==> config.mk <==
export PLATFORM = sky130hd
export DESIGN_NAME = jlpr_link_param_regs
export DESIGN_NICKNAME = d
export VERILOG_FILES = /design/src/verilog/jlpr_pkg.sv /design/src/verilog/jlpr_link_param_regs.sv
export VERILOG_INCLUDE_DIRS = /design/src /design/src/verilog
export SDC_FILE = /design/constraint.sdc
export NUM_CORES = 1
export LEC_CHECK = 0
export BUFFER_PORTS_ARGS = -buffer_cell sky130_fd_sc_hd__buf_2
export CAP_MARGIN = 25
export CELL_PAD_IN_SITES_DETAIL_PLACEMENT = 0
export CELL_PAD_IN_SITES_GLOBAL_PLACEMENT = 2
export CORE_MARGIN = 2
export CORE_UTILIZATION = 27
export CTS_BUF_LIST = sky130_fd_sc_hd__clkbuf_8 sky130_fd_sc_hd__clkbuf_16
export CTS_CLUSTER_DIAMETER = 100
export DETAILED_ROUTE_END_ITERATION = 7
export PLACE_DENSITY = 0.86
export SLEW_MARGIN = 30
export SYNTH_ARGS = -nofsm -noshare
export SYNTH_HDL_FRONTEND = slang
export SYNTH_SLANG_ARGS = --single-unit
==> constraint.sdc <==
create_clock -name clk -period 4.2 [get_ports clk]
set_clock_uncertainty 0.15 [all_clocks]
set_input_delay 0 -clock clk [delete_from_list [all_inputs] [get_ports clk]]
set_output_delay 0 -clock clk [all_outputs]
set_load 0.02 [all_outputs]
==> src/verilog/jlpr_consts.svh <==
`ifndef JLPR_CONSTS_SVH
`define JLPR_CONSTS_SVH
// register offsets on the configuration port
`define JLPR_ADDR_DESCR_LANE 12'h453
`define JLPR_ADDR_OCTETS     12'h454
`define JLPR_ADDR_FRAMES     12'h455
`define JLPR_ADDR_CONV       12'h456
`define JLPR_ADDR_CTRL_RES   12'h457
`define JLPR_ADDR_SUBCLASS   12'h458
// field positions
`define JLPR_DESCR_BIT       7
`define JLPR_SUBCLASS_LSB    5
// reset and fixed values
`define JLPR_RST_DESCR       1'h1
`define JLPR_RST_LANES       5'h07
`define JLPR_RST_OCTETS      8'h00
`define JLPR_RST_FRAMES      5'h1F
`define JLPR_RST_CONV        8'h01
`define JLPR_RST_CTRL_BITS   2'h0
`define JLPR_RST_RES         5'h0F
`define JLPR_RST_SUBCLASS    3'h0
`define JLPR_RST_SAMPLE_BITS 5'h0F
`endif

==> src/verilog/jlpr_pkg.sv <==
`default_nettype none
package jlpr_pkg;
   typedef logic [11:0] jlpr_addr_t;
   typedef logic [7:0]  jlpr_byte_t;
endpackage : jlpr_pkg
`default_nettype wire
==> src/verilog/jlpr_link_param_regs.sv <==
// Function
// - bit 7 enables descrambling, resets one
// - lane count minus one, read-only, 0x7
// - octets per frame read-only, not configuring
// - frames per multiframe writable, resets 0x1F
// - converters minus one read-only, 0x1
// - control bits per sample read zero
// - resolution minus one fixed 0x0F
// - subclass version writable bits 7:5, reset 0
`include "jlpr_consts.svh"
`default_nettype none
module jlpr_link_param_regs (
   // clock and reset
   input  wire logic               clk,
   input  wire logic               rst_n,
   // configuration port
   input  wire logic               cfg_wr,
   input  wire logic               cfg_rd,
   input  wire jlpr_pkg::jlpr_addr_t cfg_addr,
   input  wire jlpr_pkg::jlpr_byte_t cfg_wdata,
   output logic [7:0]              cfg_rdata,
   output logic                    cfg_hit,
   // link parameters to the receiver
   output logic                    whitening_removal_enable,
   output logic [4:0]              frames_per_mf_m1,
   output logic [2:0]              timing_class_version
);

   // one select per mapped offset
   logic       sel_lane;
   logic       sel_octets;
   logic       sel_frames;
   logic       sel_conv;
   logic       sel_ctrl_res;
   logic       sel_subcl;
   logic       sel_any;

   // descramble enable
   logic       descr_ff;
   logic       nxt_descr;

   // frames per multiframe minus one
   logic [4:0] frames_ff;
   logic [4:0] nxt_frames;

   // subclass version
   logic [2:0] subcl_ff;
   logic [2:0] nxt_subcl;

   // read return path and write enables
   logic [7:0] rdata_ff;
   logic [7:0] nxt_rdata;
   logic       hit_ff;
   logic       nxt_hit;
   logic [7:0] rd_val;
   logic       wr_lane;
   logic       wr_frames;
   logic       wr_subcl;

   function automatic logic is_mapped(input jlpr_pkg::jlpr_addr_t a);
      is_mapped = (a >= `JLPR_ADDR_DESCR_LANE) && (a <= `JLPR_ADDR_SUBCLASS);
   endfunction : is_mapped

   function automatic logic addr_is(input jlpr_pkg::jlpr_addr_t a, input jlpr_pkg::jlpr_addr_t b);
      addr_is = (a == b);
   endfunction : addr_is

   function automatic jlpr_pkg::jlpr_byte_t lane_byte(input logic d);
      lane_byte = {d, 2'h0, `JLPR_RST_LANES};
   endfunction : lane_byte

   function automatic jlpr_pkg::jlpr_byte_t frames_byte(input logic [4:0] v);
      frames_byte = {3'h0, v};
   endfunction : frames_byte

   function automatic jlpr_pkg::jlpr_byte_t ctrl_res_byte(input logic [4:0] res);
      ctrl_res_byte = {`JLPR_RST_CTRL_BITS, 1'h0, res};
   endfunction : ctrl_res_byte

   function automatic jlpr_pkg::jlpr_byte_t subcl_byte(input logic [2:0] v);
      subcl_byte = {v, `JLPR_RST_SAMPLE_BITS};
   endfunction : subcl_byte

   // address decode, shared by the read mux and the write enables
   always_comb begin
      sel_lane     = addr_is(cfg_addr, `JLPR_ADDR_DESCR_LANE);
      sel_octets   = addr_is(cfg_addr, `JLPR_ADDR_OCTETS);
      sel_frames   = addr_is(cfg_addr, `JLPR_ADDR_FRAMES);
      sel_conv     = addr_is(cfg_addr, `JLPR_ADDR_CONV);
      sel_ctrl_res = addr_is(cfg_addr, `JLPR_ADDR_CTRL_RES);
      sel_subcl    = addr_is(cfg_addr, `JLPR_ADDR_SUBCLASS);
      sel_any      = is_mapped(cfg_addr);
      wr_lane      = cfg_wr && sel_lane;
      wr_frames    = cfg_wr && sel_frames;
      wr_subcl     = cfg_wr && sel_subcl;
   end

   // read mux: fixed fields and reserved zeros
   always_comb begin
      rd_val = 8'h00;
      if (sel_lane) begin
         rd_val = lane_byte(descr_ff);
      end
      if (sel_octets) begin
         rd_val = `JLPR_RST_OCTETS;
      end
      if (sel_frames) begin
         rd_val = frames_byte(frames_ff);
      end
      if (sel_conv) begin
         rd_val = `JLPR_RST_CONV;
      end
      if (sel_ctrl_res) begin
         rd_val = ctrl_res_byte(`JLPR_RST_RES);
      end
      if (sel_subcl) begin
         rd_val = subcl_byte(subcl_ff);
      end
   end

   // descramble enable: only the top bit of the byte is stored
   always_comb begin
      nxt_descr = descr_ff;
      if (wr_lane) begin
         nxt_descr = cfg_wdata[`JLPR_DESCR_BIT];
      end
   end

   always_ff @(posedge clk) begin
      if (!rst_n) begin
         descr_ff <= `JLPR_RST_DESCR;
      end else begin
         descr_ff <= nxt_descr;
      end
   end

   always_comb begin
      nxt_frames = frames_ff;
      if (wr_frames) begin
         nxt_frames = cfg_wdata[4:0];
      end
   end

   always_ff @(posedge clk) begin
      if (!rst_n) begin
         frames_ff <= `JLPR_RST_FRAMES;
      end else begin
         frames_ff <= nxt_frames;
      end
   end

   always_comb begin
      nxt_subcl = subcl_ff;
      if (wr_subcl) begin
         nxt_subcl = cfg_wdata[7:`JLPR_SUBCLASS_LSB];
      end
   end

   always_ff @(posedge clk) begin
      if (!rst_n) begin
         subcl_ff <= `JLPR_RST_SUBCLASS;
      end else begin
         subcl_ff <= nxt_subcl;
      end
   end

   // read strobe captures the mux; writes to read-only or unmapped bytes fall away
   always_comb begin
      nxt_rdata = rdata_ff;
      nxt_hit   = 1'h0;
      if (cfg_rd) begin
         nxt_rdata = rd_val;
         nxt_hit   = sel_any;
      end
   end

   always_ff @(posedge clk) begin
      if (!rst_n) begin
         rdata_ff <= 8'h00;
         hit_ff   <= 1'h0;
      end else begin
         rdata_ff <= nxt_rdata;
         hit_ff   <= nxt_hit;
      end
   end

   assign cfg_rdata                = rdata_ff;
   assign cfg_hit                  = hit_ff;
   assign whitening_removal_enable = descr_ff;
   assign frames_per_mf_m1         = frames_ff;
   assign timing_class_version     = subcl_ff;

   a_scr_write: assert property (@(posedge clk) disable iff (!rst_n)
      cfg_wr && cfg_addr == `JLPR_ADDR_DESCR_LANE
      |=> descr_ff == $past(cfg_wdata[7]))
      else $error("descramble enable not written");

   a_descr_keep: assert property (@(posedge clk) disable iff (!rst_n)
      !(cfg_wr && cfg_addr == `JLPR_ADDR_DESCR_LANE)
      |=> $stable(descr_ff))
      else $error("descramble enable changed without write");

   a_descr_reset: assert property (@(posedge clk)
      $rose(rst_n)
      |-> descr_ff == 1'h1)
      else $error("descramble enable not one after reset");

   a_descr_read: assert property (@(posedge clk) disable iff (!rst_n)
      cfg_rd && cfg_addr == `JLPR_ADDR_DESCR_LANE
      |=> cfg_rdata[7] == $past(descr_ff))
      else $error("descramble enable readback wrong");

   a_lane_read: assert property (@(posedge clk) disable iff (!rst_n)
      cfg_rd && cfg_addr == `JLPR_ADDR_DESCR_LANE
      |=> cfg_rdata[6:0] == 7'h07)
      else $error("lane field wrong");

   a_octet_read: assert property (@(posedge clk) disable iff (!rst_n)
      cfg_rd && cfg_addr == `JLPR_ADDR_OCTETS
      |=> cfg_rdata == 8'h00)
      else $error("octet field wrong");

   a_octet_no_config: assert property (@(posedge clk) disable iff (!rst_n)
      cfg_wr && cfg_addr == `JLPR_ADDR_OCTETS
      |=> $stable(descr_ff) && $stable(frames_ff) && $stable(subcl_ff))
      else $error("octet write changed the setup");

   a_frames_write: assert property (@(posedge clk) disable iff (!rst_n)
      cfg_wr && cfg_addr == `JLPR_ADDR_FRAMES
      |=> frames_ff == $past(cfg_wdata[4:0]))
      else $error("frames not written");

   a_frames_keep: assert property (@(posedge clk) disable iff (!rst_n)
      !(cfg_wr && cfg_addr == `JLPR_ADDR_FRAMES)
      |=> $stable(frames_ff))
      else $error("frames changed without write");

   a_frames_reset: assert property (@(posedge clk)
      $rose(rst_n)
      |-> frames_ff == 5'h1F)
      else $error("frames not 0x1F after reset");

   a_frames_read: assert property (@(posedge clk) disable iff (!rst_n)
      cfg_rd && cfg_addr == `JLPR_ADDR_FRAMES
      |=> cfg_rdata[4:0] == $past(frames_ff))
      else $error("frames readback wrong");

   a_conv_read: assert property (@(posedge clk) disable iff (!rst_n)
      cfg_rd && cfg_addr == `JLPR_ADDR_CONV
      |=> cfg_rdata == 8'h01)
      else $error("converter field wrong");

   a_csres_read: assert property (@(posedge clk) disable iff (!rst_n)
      cfg_rd && cfg_addr == `JLPR_ADDR_CTRL_RES
      |=> cfg_rdata == 8'h0F)
      else $error("control and resolution wrong");

   a_ctrl_read: assert property (@(posedge clk) disable iff (!rst_n)
      cfg_rd && cfg_addr == `JLPR_ADDR_CTRL_RES
      |=> cfg_rdata[7:6] == 2'h0)
      else $error("control bits not zero");

   a_res_read: assert property (@(posedge clk) disable iff (!rst_n)
      cfg_rd && cfg_addr == `JLPR_ADDR_CTRL_RES
      |=> cfg_rdata[5:0] == 6'h0F)
      else $error("resolution field wrong");

   a_subcl_write: assert property (@(posedge clk) disable iff (!rst_n)
      cfg_wr && cfg_addr == `JLPR_ADDR_SUBCLASS ##1 cfg_rd && cfg_addr == `JLPR_ADDR_SUBCLASS
      |=> cfg_rdata[7:5] == $past(cfg_wdata[7:5], 2))
      else $error("subclass readback wrong");

   a_subcl_keep: assert property (@(posedge clk) disable iff (!rst_n)
      !(cfg_wr && cfg_addr == `JLPR_ADDR_SUBCLASS)
      |=> $stable(subcl_ff))
      else $error("subclass changed without write");

   a_subcl_reset: assert property (@(posedge clk)
      $rose(rst_n)
      |-> subcl_ff == 3'h0)
      else $error("subclass not zero after reset");

   a_subcl_read: assert property (@(posedge clk) disable iff (!rst_n)
      cfg_rd && cfg_addr == `JLPR_ADDR_SUBCLASS
      |=> cfg_rdata[7:5] == $past(subcl_ff) && cfg_rdata[4:0] == 5'h0F)
      else $error("subclass byte wrong");

   a_rsvd_zero: assert property (@(posedge clk) disable iff (!rst_n)
      cfg_rd && cfg_addr == `JLPR_ADDR_FRAMES
      |=> cfg_rdata[7:5] == 3'h0 && cfg_hit)
      else $error("reserved bits not zero");

   a_unmapped_read: assert property (@(posedge clk) disable iff (!rst_n)
      cfg_rd && (cfg_addr < `JLPR_ADDR_DESCR_LANE || cfg_addr > `JLPR_ADDR_SUBCLASS)
      |=> cfg_rdata == 8'h00 && !cfg_hit)
      else $error("unmapped read not zero");

   a_unmapped_write: assert property (@(posedge clk) disable iff (!rst_n)
      cfg_wr && (cfg_addr < `JLPR_ADDR_DESCR_LANE || cfg_addr > `JLPR_ADDR_SUBCLASS)
      |=> $stable(descr_ff) && $stable(frames_ff) && $stable(subcl_ff))
      else $error("unmapped write changed a field");

endmodule : jlpr_link_param_regs
`default_nettype wire

Yosys cells after proc, flatten, opt, wreduce, memory -nomap -nowiden
Cells that the tools add are included.
W data, S select, Z words.

cells by class
  equal/unequal tests = 6
  multiplexer cells = 6
  order comparisons = 2
  reduce and logical (&&, ||, !) cells = 5

operators by type and width
  operator                number
  $eq A12 B11 Y1 const B  6
  $mux W8                 6
  $ge A12 B11 Y1 const B  1
  $le A12 B11 Y1 const B  1
  $logic_and A1 B1 Y1     4
  $reduce_and A2 Y1       1

storage, ports and cells
  flip-flop bits (word level) = 18
  logic and storage cells = 24
  input port bits = 24

Depth between registers and ports, before layout
Gate-level depths: netlist of run 1.

  word-level depth = 7
  gate-level depth with buffers = 5
  mapped depth without buffers = 3

Worst setup path after synthesis of run 1
OpenSTA, ideal clock, no wires.

  path kind = input -> register
  start = in cfg_addr[2]
  end = reg subcl_ff[0], in the netlist timing_class_version[0]
  arrival = 1,261 ps
  required time = 3,978 ps
  setup slack = 2,718 ps
  setup time = 72 ps
  stages = 5
  path through = clkbuf_1 -> nor4b_2 -> and4_1 -> buf_2 -> mux2i_1

on the way
  word-level cells in the longest chain between the ends = 2

RTL lines
  what                  line                         RTL
  start, declared       jlpr_link_param_regs.sv:19   input wire jlpr_pkg::jlpr_addr_t cfg_addr,
  $eq A12 B11 Y1        jlpr_link_param_regs.sv:65   addr_is = (a == b);
  $logic_and A1 B1 Y1   jlpr_link_param_regs.sv:95   wr_subcl = cfg_wr && sel_subcl;
  end signal, assigned  jlpr_link_param_regs.sv:161  subcl_ff <= `JLPR_RST_SUBCLASS;
  end signal, assigned  jlpr_link_param_regs.sv:163  subcl_ff <= nxt_subcl;
  end, declared         jlpr_link_param_regs.sv:47   logic [2:0] subcl_ff;

No other way between the ends.
A chain may end at the register's enable or synchronous reset.

Worst setup path in the final report of run 1
  start = in cfg_addr[8]
  end = reg frames_ff[1], in the netlist frames_per_mf_m1[1]

on the way
  word-level cells in the longest chain between the ends = 2

RTL lines
  what                  line                         RTL
  $eq A12 B11 Y1        jlpr_link_param_regs.sv:65
  $logic_and A1 B1 Y1   jlpr_link_param_regs.sv:94   wr_frames = cfg_wr && sel_frames;
  end signal, assigned  jlpr_link_param_regs.sv:146  frames_ff <= `JLPR_RST_FRAMES;
  end signal, assigned  jlpr_link_param_regs.sv:148  frames_ff <= nxt_frames;
  end, declared         jlpr_link_param_regs.sv:43   logic [4:0] frames_ff;

No other way between the ends.

==> flow_metrics.env, run 1 <==
export IMPL_synth_top_family_by_area="simple AND/OR/NAND/NOR gates"
export IMPL_status="finished, final reports clean"
export IMPL_place_ws_ns=2.45
export IMPL_min_path_type="in -> reg"
export IMPL_hold_violations=0
export IMPL_drv_slew=0
export IMPL_antenna_found_initial=0
export IMPL_critPathLaunch="cfg_addr[8]"
export IMPL_die_w_um=63.3
export IMPL_hold_slack_ns=0.00179
export IMPL_synth_compound_area_share_pct=23.2
export IMPL_multiInputGateArea_um2=543
export IMPL_cell_internal_pwr_w=0.000257
export IMPL_start_util_pct=28.2
export IMPL_rsz0062_at_grt="false"
export IMPL_fill_cells=378
export IMPL_clk_pin_slew_worst_paths_ns=0.07
export IMPL_yosysUniqueCellTypes=34
export IMPL_yosys_warnings=0
export IMPL_path_class="in -> reg"
export IMPL_synthMuxAreaShare_pct=4.22
export IMPL_cts_tree="yes"
export IMPL_drv_cap=0
export IMPL_antenna_cells=0
export IMPL_cts_root_buf="clkbuf_8"
export IMPL_cp_start_kind="primary input"
export IMPL_synthSimpleGateAreaFrac_pct=29.2
export IMPL_drt_antenna_violating_nets=0
export IMPL_num_nets_final=183
export IMPL_r2r_slack_ns=2.82
export IMPL_synthXorXnorAreaFrac_pct=0
export IMPL_timing_rr_start="frames_per_mf_m1[1]"
export IMPL_p_sw_w=0.0000780
export IMPL_syn_to_final_growth_pct=46.6
export IMPL_track_usage_pct=13.2
export IMPL_fp_coreArea_um2=3360
export IMPL_num_rows=21
export IMPL_post_cts_buffers=0
export IMPL_worst_slack_ns=1.71
export IMPL_drive_gt1_share_pct=30.6
export IMPL_p_leak_nw=0.566
export IMPL_drc_errors=0
export IMPL_cts_made_buffers=3
export IMPL_path_max_fanout=6
export IMPL_p_sw_share_pct=23.3
export IMPL_ys_ff_latch=18
export IMPL_clkLatencyLatePin_ns=0.25
export IMPL_cp_required_ns=4.24
export IMPL_portBuffers=41
export IMPL_p_comb_share_pct=13.5
export IMPL_ir_drop_mv=0.0851
export IMPL_clock_sinks=18
export IMPL_r2r_end="frames_per_mf_m1[1]"
export IMPL_fmax_ghz=0.401
export IMPL_grt_max_degree=24
export IMPL_htree_levels=1
export IMPL_ff2ff_path_depth=3
export IMPL_pwr_share_seq_pct=50.9
export IMPL_dieArea_um2=4000
export IMPL_cts_resized_gates=0
export IMPL_fin_crit_sh_pct=59.4
export IMPL_ys_seq_area_share_pct=38.0
export IMPL_synthAdderAreaFrac_pct=0
export IMPL_finalSetupViolCount=0
export IMPL_seqCellArea_um2=360
export IMPL_firstDrtPassIters=4
export IMPL_io_pin_count=42
export IMPL_critPathCapture="frames_per_mf_m1[1]"
export IMPL_powerDensity_nw_per_um2=241
export IMPL_synthesis_area_um2=948
export IMPL_synth_area_per_cell_um2=9.12
export IMPL_synth_nets=128
export IMPL_grt_pass1_wl_mm=4.29
export IMPL_wire_per_inst_um=12.4
export IMPL_first_iter_violations=38
export IMPL_worst_pin_slew_ns=0.855
export IMPL_first_global_vias=964
export IMPL_place_congestion=0.770
export IMPL_vias_per_cell=4.79
export IMPL_p_clk_share_pct=35.6
export IMPL_die_h_um=63.3
export IMPL_clock_path_buffers=2
export IMPL_finalCriticalPeriod_ns=2.49
export IMPL_hpwl_mm=1.84
export IMPL_grt_overflow_total=0
export IMPL_syn_inst=104
export IMPL_wirelength_mm=2.51
export IMPL_setup_tns_ns=0
export IMPL_cp_end_kind="flip-flop"
export IMPL_relSlewSlack_pct=42.2
export IMPL_critPathArrivalTime_ns=2.54
export IMPL_vias=972
-- logic make-up after synthesis --
family | after synthesis
mux | 4
compound gates | 30
flops | 18
simple gates | 39
buf+inv | 13
-- layer usage --
metal / GRT usage, % / up-vias / routed length, µm
met1: 17.3 / 441 / 1230
met4: 4.08 / 0 / 17
met5: 0 / - / 0
li1: - / 504 / -
met2: 21.0 / 25 / 1140
met3: 3.57 / 2 / 123
-- how the worst min path moves through the flow --
stage | slack, ns | from | cells past startpoint | to
5_1_grt | 0.03 | cfg_addr[9] | 4 | cfg_rdata[4]
3_3_place_gp | 0.11 | cfg_wdata[5] | 3 | timing_class_version[0]
4_1_cts | 0.007 | cfg_addr[2] | 3 | cfg_rdata[3]
6_report | 0.002 | cfg_addr[7] | 4 | cfg_rdata[6]
3_5_place_dp | 0.12 | cfg_wdata[6] | 3 | timing_class_version[1]
2_1_floorplan | -0.008 | cfg_wdata[5] | 2 | timing_class_version[0]
-- registers in the layout (all words and copies together), names as in the netlist --
register	count
whitening_removal_enable	1
timing_class_version	3
frames_per_mf_m1	5
cfg_rdata	8
cfg_hit	1
-- synthesized netlist by cell type, drive strengths merged --
cell	instances	area, µm²
and3b	1	8.76
or4	1	11.3
or4b	1	10.0
or2	1	6.26
a311oi	1	8.76
nand3b	6	45.0
and2	3	18.8
nor4b	3	32.5
o21ai	5	25.0
mux2i	4	40.0
a21o	3	22.5
a31oi	1	6.26
nand4b	1	8.76
and4	1	8.76
a22oi	1	7.51
a21boi	3	22.5
o2111a	1	11.3
clkbuf	5	18.8
inv	6	22.5
buf	2	10.0
nand2	6	22.5
nor2b	3	18.8
nand4bb	1	11.3
nand4	4	25.0
nand2b	4	25.0
a2111o	1	11.3
nor2	1	3.75
a21oi	3	15.0
o41ai	5	43.8
a2111oi	1	8.76
nor4bb	2	20.0
o211ai	5	37.5
dfxtp	18	360
-- worst max-delay path: stages --
cell	delay, ns
dlygate4sd3_1	0.53
buf_2	0.14
or4b_1	0.60
or4_4	0.50
o211ai_1	0.19
dlygate4sd3_1	0.57
-- placed cells by master (no fill, tap or decap), drive strengths merged, types with 2 or more instances in the layout --
| master | count |
|---|---|
| o21ai | 5 |
| nand2 | 6 |
| and2 | 3 |
| nor4bb | 2 |
| mux2i | 4 |
| nand4 | 4 |
| o211ai | 5 |
| inv | 6 |
| buf | 41 |
| a21boi | 3 |
| nand3b | 6 |
| nor2b | 3 |
| clkbuf | 3 |
| dlygate4sd3 | 16 |
| o41ai | 5 |
| nand2b | 4 |
| nor4b | 3 |
| a21oi | 3 |
| dfxtp | 18 |
| a21o | 3 |
-- timing repair --
item                                   4_1_cts  5_1_grt
setup endpoints to repair                    0        0
hold buffers                                16        0
endpoints found under the hold margin       10        0
-- per-stage QoR --
step | power [W] | area [µm²] | utilization (%) | cells
after CTS | 0.000339 | 1380 | 41.1 | 203
after global placement | 0.000211 | 1180 | 35.2 | 184
after global routing | 0.000350 | 1390 | 41.3 | 203
after floorplan | 0.000194 | 948 | - | 104
after detailed placement | 0.000212 | 1180 | 35.2 | 184
final | 0.000335 | 1390 | 41.3 | 203
-- final cells by class --
cell class,instances,share of cell area [%]
Sequential cell,18,25.9
Inverter,6,1.62
Tap cell,46,4.14
Timing Repair Buffer,57,26.3
Clock buffer,3,2.97
Multi-Input combinational cell,73,39.1
-- power by group through the flow --
stage                     Combinational (W)  Sequential (W)  Clock, W
after floorplan                   0.0000195        0.000175         0
after global placement            0.0000365        0.000175         0
after detailed placement          0.0000370        0.000175         0
after CTS                         0.0000446        0.000171  0.000124
after global routing              0.0000501        0.000171  0.000129
final                             0.0000451        0.000171  0.000119
No activity file was read; power rests on OpenSTA's default activity.
==> run 2, diff against run 1 <==
- ABC_AREA: not set -> 1
- CORE_UTILIZATION: 27 -> 23
- PLACE_DENSITY: 0.86 -> 0.83
- clock period: 4.2 -> 2.4 ns (I/O delays scaled with it)
==> run 2 against run 1 <==
Against the previous run: via count is 9.3% higher; final cell count grew 24%; largest cell class unchanged; global-route usage fell by 0.086 points; critical endpoint is now frames_per_mf_m1[2]; clock-buffer cell count grew 1.
==> flow_metrics.env, run 2 <==
export IMPL_status="finished, final reports clean"
export IMPL_yosys_warnings=0
export IMPL_synth_area_per_cell_um2=6.59
export IMPL_drv_slew=0
export IMPL_worst_slack_ns=0.388
export IMPL_netlist_top_cells_area="dfxtp_1, nand2_1, inv_1"
export IMPL_first_iter_violations=50
export IMPL_largest_reg_flops=8
export IMPL_fin_crit_sh_pct=83.8
export IMPL_synth_nets=165
export IMPL_synthesis_area_um2=930
export IMPL_cts_made_buffers=3
export IMPL_die_h_um=67.6
export IMPL_track_usage_pct=13.1
export IMPL_total_power_w=0.000645
export IMPL_relSlewSlack_pct=67.4
export IMPL_drive_gt1_share_pct=26.9
export IMPL_wl_met2_mm=1.16
export IMPL_synth_top_cell_area_share_pct=38.8
export IMPL_timing_critical_path_buf_inv=5
export IMPL_cts_root_buf="clkbuf_8"
export IMPL_finalSetupViolCount=0
export IMPL_num_rows=23
export IMPL_r2r_slack_ns=1.09
export IMPL_hpwl_mm=1.98
export IMPL_die_w_um=67.6
export IMPL_yosysUniqueCellTypes=17
export IMPL_final_cell_mix="buf_2, nand2_1, inv_1"
export IMPL_place_congestion=0.739
export IMPL_ys_seq_area_share_pct=38.8
export IMPL_hold_violations=0
export IMPL_fill_cells=428
export IMPL_cp_required_ns=2.45
export IMPL_portBuffers=41
export IMPL_rsz0062_at_grt="false"
export IMPL_critical_path_cell_chain="dlygate4sd3_1, buf_2, inv_1, nand2_1, nor2_4, nand3_2, inv_1, nand2_1, nand3_1, dlygate4sd3_1"
export IMPL_ys_ff_latch=18
export IMPL_place_ws_ns=0.943
export IMPL_wirelength_mm=2.61
export IMPL_first_global_vias=1051
export IMPL_critPathArrivalTime_ns=2.06
export IMPL_yosys_area_top_type="dfxtp_1"
export IMPL_io_pin_count=42
export IMPL_drt_antenna_violating_nets=0
export IMPL_cts_tree="yes"
export IMPL_drv_cap=0
export IMPL_cp_slowest_cell="dlygate4sd3_1"
export IMPL_min_path_type="in -> reg"
export IMPL_fp_coreArea_um2=3940
export IMPL_drc_errors=0
export IMPL_clk_pin_slew_worst_paths_ns=0.07
export IMPL_max_stage_delay_ns=0.55
export IMPL_cpLargestDelayFamily="buffers and inverters"
export IMPL_syn_inst=141
export IMPL_p_leak_nw=0.697
export IMPL_htree_levels=1
export IMPL_firstDrtPassIters=4
export IMPL_post_synth_top_count_cell="nand2_1"
export IMPL_start_util_pct=23.6
export IMPL_path_max_fanout=6
export IMPL_worst_pin_slew_ns=0.489
export IMPL_path_class="in -> reg"
export IMPL_vias_per_cell=4.23
export IMPL_seqCellArea_um2=360
export IMPL_grt_overflow_total=0
export IMPL_antenna_found_initial=0
export IMPL_ir_drop_mv=0.141
export IMPL_multiInputGateArea_um2=479
export IMPL_ys_top_cells_by_count="nand2_1, inv_1, dfxtp_1, nor2_1, nand3_1"
export IMPL_clock_sinks=18
export IMPL_cts_resized_gates=0
export IMPL_num_nets_final=226
export IMPL_cp_end_kind="flip-flop"
export IMPL_clkLatencyLatePin_ns=0.25
export IMPL_layout_commonest_cell="buf_2"
export IMPL_setup_tns_ns=0
export IMPL_top_layer_used="met4"
export IMPL_clock_path_buffers=2
export IMPL_met1_length_mm=1.26
export IMPL_synth_flop_cell="dfxtp_1"
export IMPL_antenna_cells=0
export IMPL_fin_cells=251
export IMPL_async_flop_share_pct=0
export IMPL_vias=1062
export IMPL_fmax_ghz=0.497
export IMPL_wire_per_inst_um=10.4
export IMPL_dp_cells=229
export IMPL_cp_start_kind="primary input"
export IMPL_grt_max_degree=16
export IMPL_finalCriticalPeriod_ns=2.01
export IMPL_syn_to_final_growth_pct=52.1
export IMPL_met3_length_um=153
export IMPL_powerDensity_nw_per_um2=456
export IMPL_grt_pass1_wl_mm=4.56
export IMPL_dieArea_um2=4570
export IMPL_synth_edf_count=0
run 2: cell types whose count changed in the layout (fill, tap and decap cells not counted), moves of 6 or more:
cell / previous run / this run
inv_1: 6 / 19
nor2_1: 1 / 18
o21ai_0: 5 / 13
nand2_1: 6 / 34
nand3_1: 0 / 14
nand3b_1: 6 / 0
run 2: logic make-up (layout without fill, tap and decap cells):
logic type / after synthesis / in the layout / share of synthesized area, %
buffers and inverters: 22 / 82 / 9.69
AND/OR/NAND/NOR: 79 / 79 / 39.7
AO/OA/AOI/OAI: 22 / 22 / 11.8
flip-flops: 18 / 18 / 38.8
run 2: routing by layer:
metal / up-vias / GRT usage, %
met5: - / 0
met3: 4 / 3.00
li1: 569 / -
met1: 456 / 15.6
met2: 33 / 22.8
met4: 0 / 4.59
run 2: timing repair:
item,4_1_cts,5_1_grt
hold endpoints to repair,16,0
setup buffers,0,0
hold buffers,18,0
setup endpoints to repair,0,0
run 2: path summary, 6_finish.rpt:
| path | start | endpoint | cells past startpoint |
|---|---|---|---|
| worst max register to register | frames_per_mf_m1[4] | frames_per_mf_m1[4] | 3 |
| worst max-delay path | cfg_addr[3] | frames_per_mf_m1[2] | 10 |
| worst min-delay path | cfg_addr[0] | cfg_rdata[4] | 5 |
| worst min register to register | cfg_rdata[4] | cfg_rdata[4] | 2 |
run 2: worst reg2reg max path, delay by kind of cell, from the launching register on:
| family | cells | cell delay, ns |
|---|---|---|
| and+or+nand+nor | 2 | 0.15 |
| buffers and inverters | 1 | 0.56 |
| DFF | 1 | 0.34 |
run 2: report_power, final:
| group | switching (W) | leakage [nW] | internal, W |
|---|---|---|---|
| combinational | 0.0000505 | 0.522 | 0.0000403 |
| sequential | 0.00000244 | 0.146 | 0.000304 |
| clock | 0.000102 | 0.0288 | 0.000146 |
| total | 0.000155 | 0.697 | 0.000490 |
run 2: metrics by stage:
stage / hold slack [ns] / cell area, µm² / util (%)
final: 0.0697 / 1410 / 35.9
after global routing: 0.0964 / 1410 / 35.9
after CTS: 0.0716 / 1410 / 35.9
after detailed placement: 0.0606 / 1180 / 29.9
after global placement: 0.0508 / 1180 / 29.9
after floorplan: -0.0368 / 930 / -
run 2: area by class of cell:
| class | instances | area share [%] |
|---|---|---|
| Tap cell | 50 | 4.42 |
| Clock buffer | 4 | 3.89 |
| Sequential cell | 18 | 25.5 |
| Multi-Input combinational cell | 101 | 33.9 |
| Inverter | 19 | 5.04 |
| Timing Repair Buffer | 59 | 27.3 |
==> run 3, diff against run 2 <==
- CORE_UTILIZATION: 23 -> 20
- PLACE_DENSITY: 0.83 -> 0.77
- clock period: 2.4 -> 1.6 ns (I/O delays scaled with it)
==> run 3 against run 2 <==
Against the previous run: hold slack worse by 0.027 ns; clock-buffer cell count is the same; via count is 0.38% lower; combinational power is 57% higher; clock power up 53%; power is 52% higher; die area is 14% higher; utilization down 4.4 points; sequential share of layout area rose by 0.46 points.
==> flow_metrics.env, run 3 (synthesis gave the netlist of run 2 again) <==
export IMPL_num_rows=24
export IMPL_vias=1058
export IMPL_antenna_found_initial=0
export IMPL_final_cell_mix="buf_2, nand2_1, inv_1, nor2_1, dfxtp_1"
export IMPL_layout_commonest_cell="buf_2"
export IMPL_firstDrtPassIters=4
export IMPL_grt_max_degree=16
export IMPL_fin_area_um2=1390
export IMPL_num_nets_final=222
export IMPL_path_class="in -> reg"
export IMPL_io_pin_count=42
export IMPL_drv_slew=0
export IMPL_min_path_type="in -> reg"
export IMPL_antenna_cells=0
export IMPL_r2r_slack_ns=0.70
export IMPL_p_leak_nw=0.699
export IMPL_clock_path_buffers=2
export IMPL_die_h_um=72.2
export IMPL_status="finished, final reports clean"
export IMPL_grt_pass1_wl_mm=4.45
export IMPL_ir_drop_mv=0.248
export IMPL_cp_depth=5
export IMPL_htree_levels=1
export IMPL_clock_sinks=18
export IMPL_cpLargestDelayFamily="buffers and inverters"
export IMPL_finalCriticalPeriod_ns=1.50
export IMPL_clkLatencyLatePin_ns=0.26
export IMPL_hold_path_depth=5
export IMPL_worst_hold_startpoint="cfg_addr[2]"
export IMPL_drive_gt1_share_pct=28.9
export IMPL_syn_to_final_growth_pct=49.4
export IMPL_timing_rr_start="frames_per_mf_m1[0]"
export IMPL_drc_errors=0
export IMPL_powerDensity_nw_per_um2=707
export IMPL_setup_tns_ns=0
export IMPL_p_comb_share_pct=14.6
export IMPL_cp_required_ns=1.66
export IMPL_p_sw_w=0.000243
export IMPL_worst_pin_slew_ns=0.246
export IMPL_die_w_um=72.2
export IMPL_first_global_vias=993
export IMPL_dieArea_um2=5210
export IMPL_cp_end_kind="flip-flop"
export IMPL_first_iter_violations=39
export IMPL_timing_critical_path_buf_inv=3
export IMPL_track_usage_pct=11.1
export IMPL_cp_common_cell="dlygate4sd3_1"
export IMPL_critPathArrivalTime_ns=1.55
export IMPL_cts_made_buffers=3
export IMPL_portBuffers=41
export IMPL_cts_root_buf="clkbuf_8"
export IMPL_place_area_um2=1190
export IMPL_ff2ff_path_depth=4
export IMPL_start_util_pct=21.1
export IMPL_cp_slowest_cell="dlygate4sd3_1"
export IMPL_cell_internal_pwr_w=0.000739
export IMPL_max_stage_delay_ns=0.55
export IMPL_rsz0062_at_grt="false"
export IMPL_largest_reg_flops=8
export IMPL_critPathLaunch="rst_n"
export IMPL_hold_violations=0
export IMPL_clk_pin_slew_worst_paths_ns=0.07
export IMPL_finalSetupViolCount=0
export IMPL_critical_path_cell_chain="dlygate4sd3_1, clkbuf_4, nand4_1, a21oi_1, dlygate4sd3_1"
export IMPL_wirelength_mm=2.78
export IMPL_p_clk_share_pct=38.6
export IMPL_place_congestion=0.746
export IMPL_fmax_ghz=0.669
export IMPL_fill_cells=498
export IMPL_drv_cap=0
export IMPL_pwr_share_seq_pct=46.8
export IMPL_hpwl_mm=2.04
export IMPL_relSlewSlack_pct=83.6
export IMPL_grt_overflow_total=0
export IMPL_vias_per_cell=4.25
export IMPL_p_sw_share_pct=24.7
export IMPL_total_power_w=0.000982
export IMPL_cts_tree="yes"
export IMPL_drt_antenna_violating_nets=0
export IMPL_fp_coreArea_um2=4410
export IMPL_wire_per_inst_um=11.1
export IMPL_cp_start_kind="primary input"
export IMPL_fin_crit_sh_pct=93.5
export IMPL_path_max_fanout=14
run 3: area by class of cell:
class	instances	area [µm²]	share of cell area, %
inverter	19	71.3	5.14
timing repair buffer	55	348	25.0
tap	52	65.1	4.68
sequential	18	360	25.9
clock buffer	4	55.1	3.96
multi-input combinational	101	489	35.2
run 3: tightest hold or removal path: stages:
cell and delay, ns:
buf_2 0.11, nor2_1 0.07, nand3_4 0.11, o21ai_0 0.07, nand3_1 0.06
run 3: final timing paths:
path                                            endpoint
worst max-delay path                             cfg_hit
worst min-delay path            whitening_removal_enable
worst max register to register              cfg_rdata[0]
worst min register to register              cfg_rdata[4]
run 3: routing by layer:
metal  vias to the layer above  wire length (µm)  track usage [%]  part of all wire [%]
met5                         -                 0                0                     0
met3                         7               124             1.94                   4.5
met4                         0                78             6.29                   2.8
li1                        563                 -                -                     -
met2                        27              1200             17.4                    43
met1                       461              1370             14.2                    49
run 3: repair_timing:
action                                 CTS  global route
gates resized for setup                  0             5
buffers inserted                         0             0
setup endpoints to repair                0             7
endpoints found under the hold margin   16             0
hold buffers                            13             0
run 3: power by group through the flow:
stage / logic [W] / registers (W) / clock network (W)
4_1_cts: 0.000141 / 0.000460 / 0.000388
5_1_grt: 0.000160 / 0.000460 / 0.000409
3_5_place_dp: 0.000118 / 0.000470 / 0
2_1_floorplan: 0.0000498 / 0.000481 / 0
3_3_place_gp: 0.000119 / 0.000470 / 0
6_report: 0.000143 / 0.000460 / 0.000379
run 3: metrics by stage:
stage | setup WS, ns | std cells | hold WS, ns | util (%)
floorplan | 0.568 | 141 | -0.0368 | -
global placement | 0.221 | 232 | 0.0553 | 26.9
detailed placement | 0.176 | 232 | 0.0591 | 26.9
CTS | 0.0448 | 249 | 0.0441 | 31.1
global route | 0.0373 | 249 | 0.106 | 31.5
finish | 0.104 | 249 | 0.0430 | 31.5
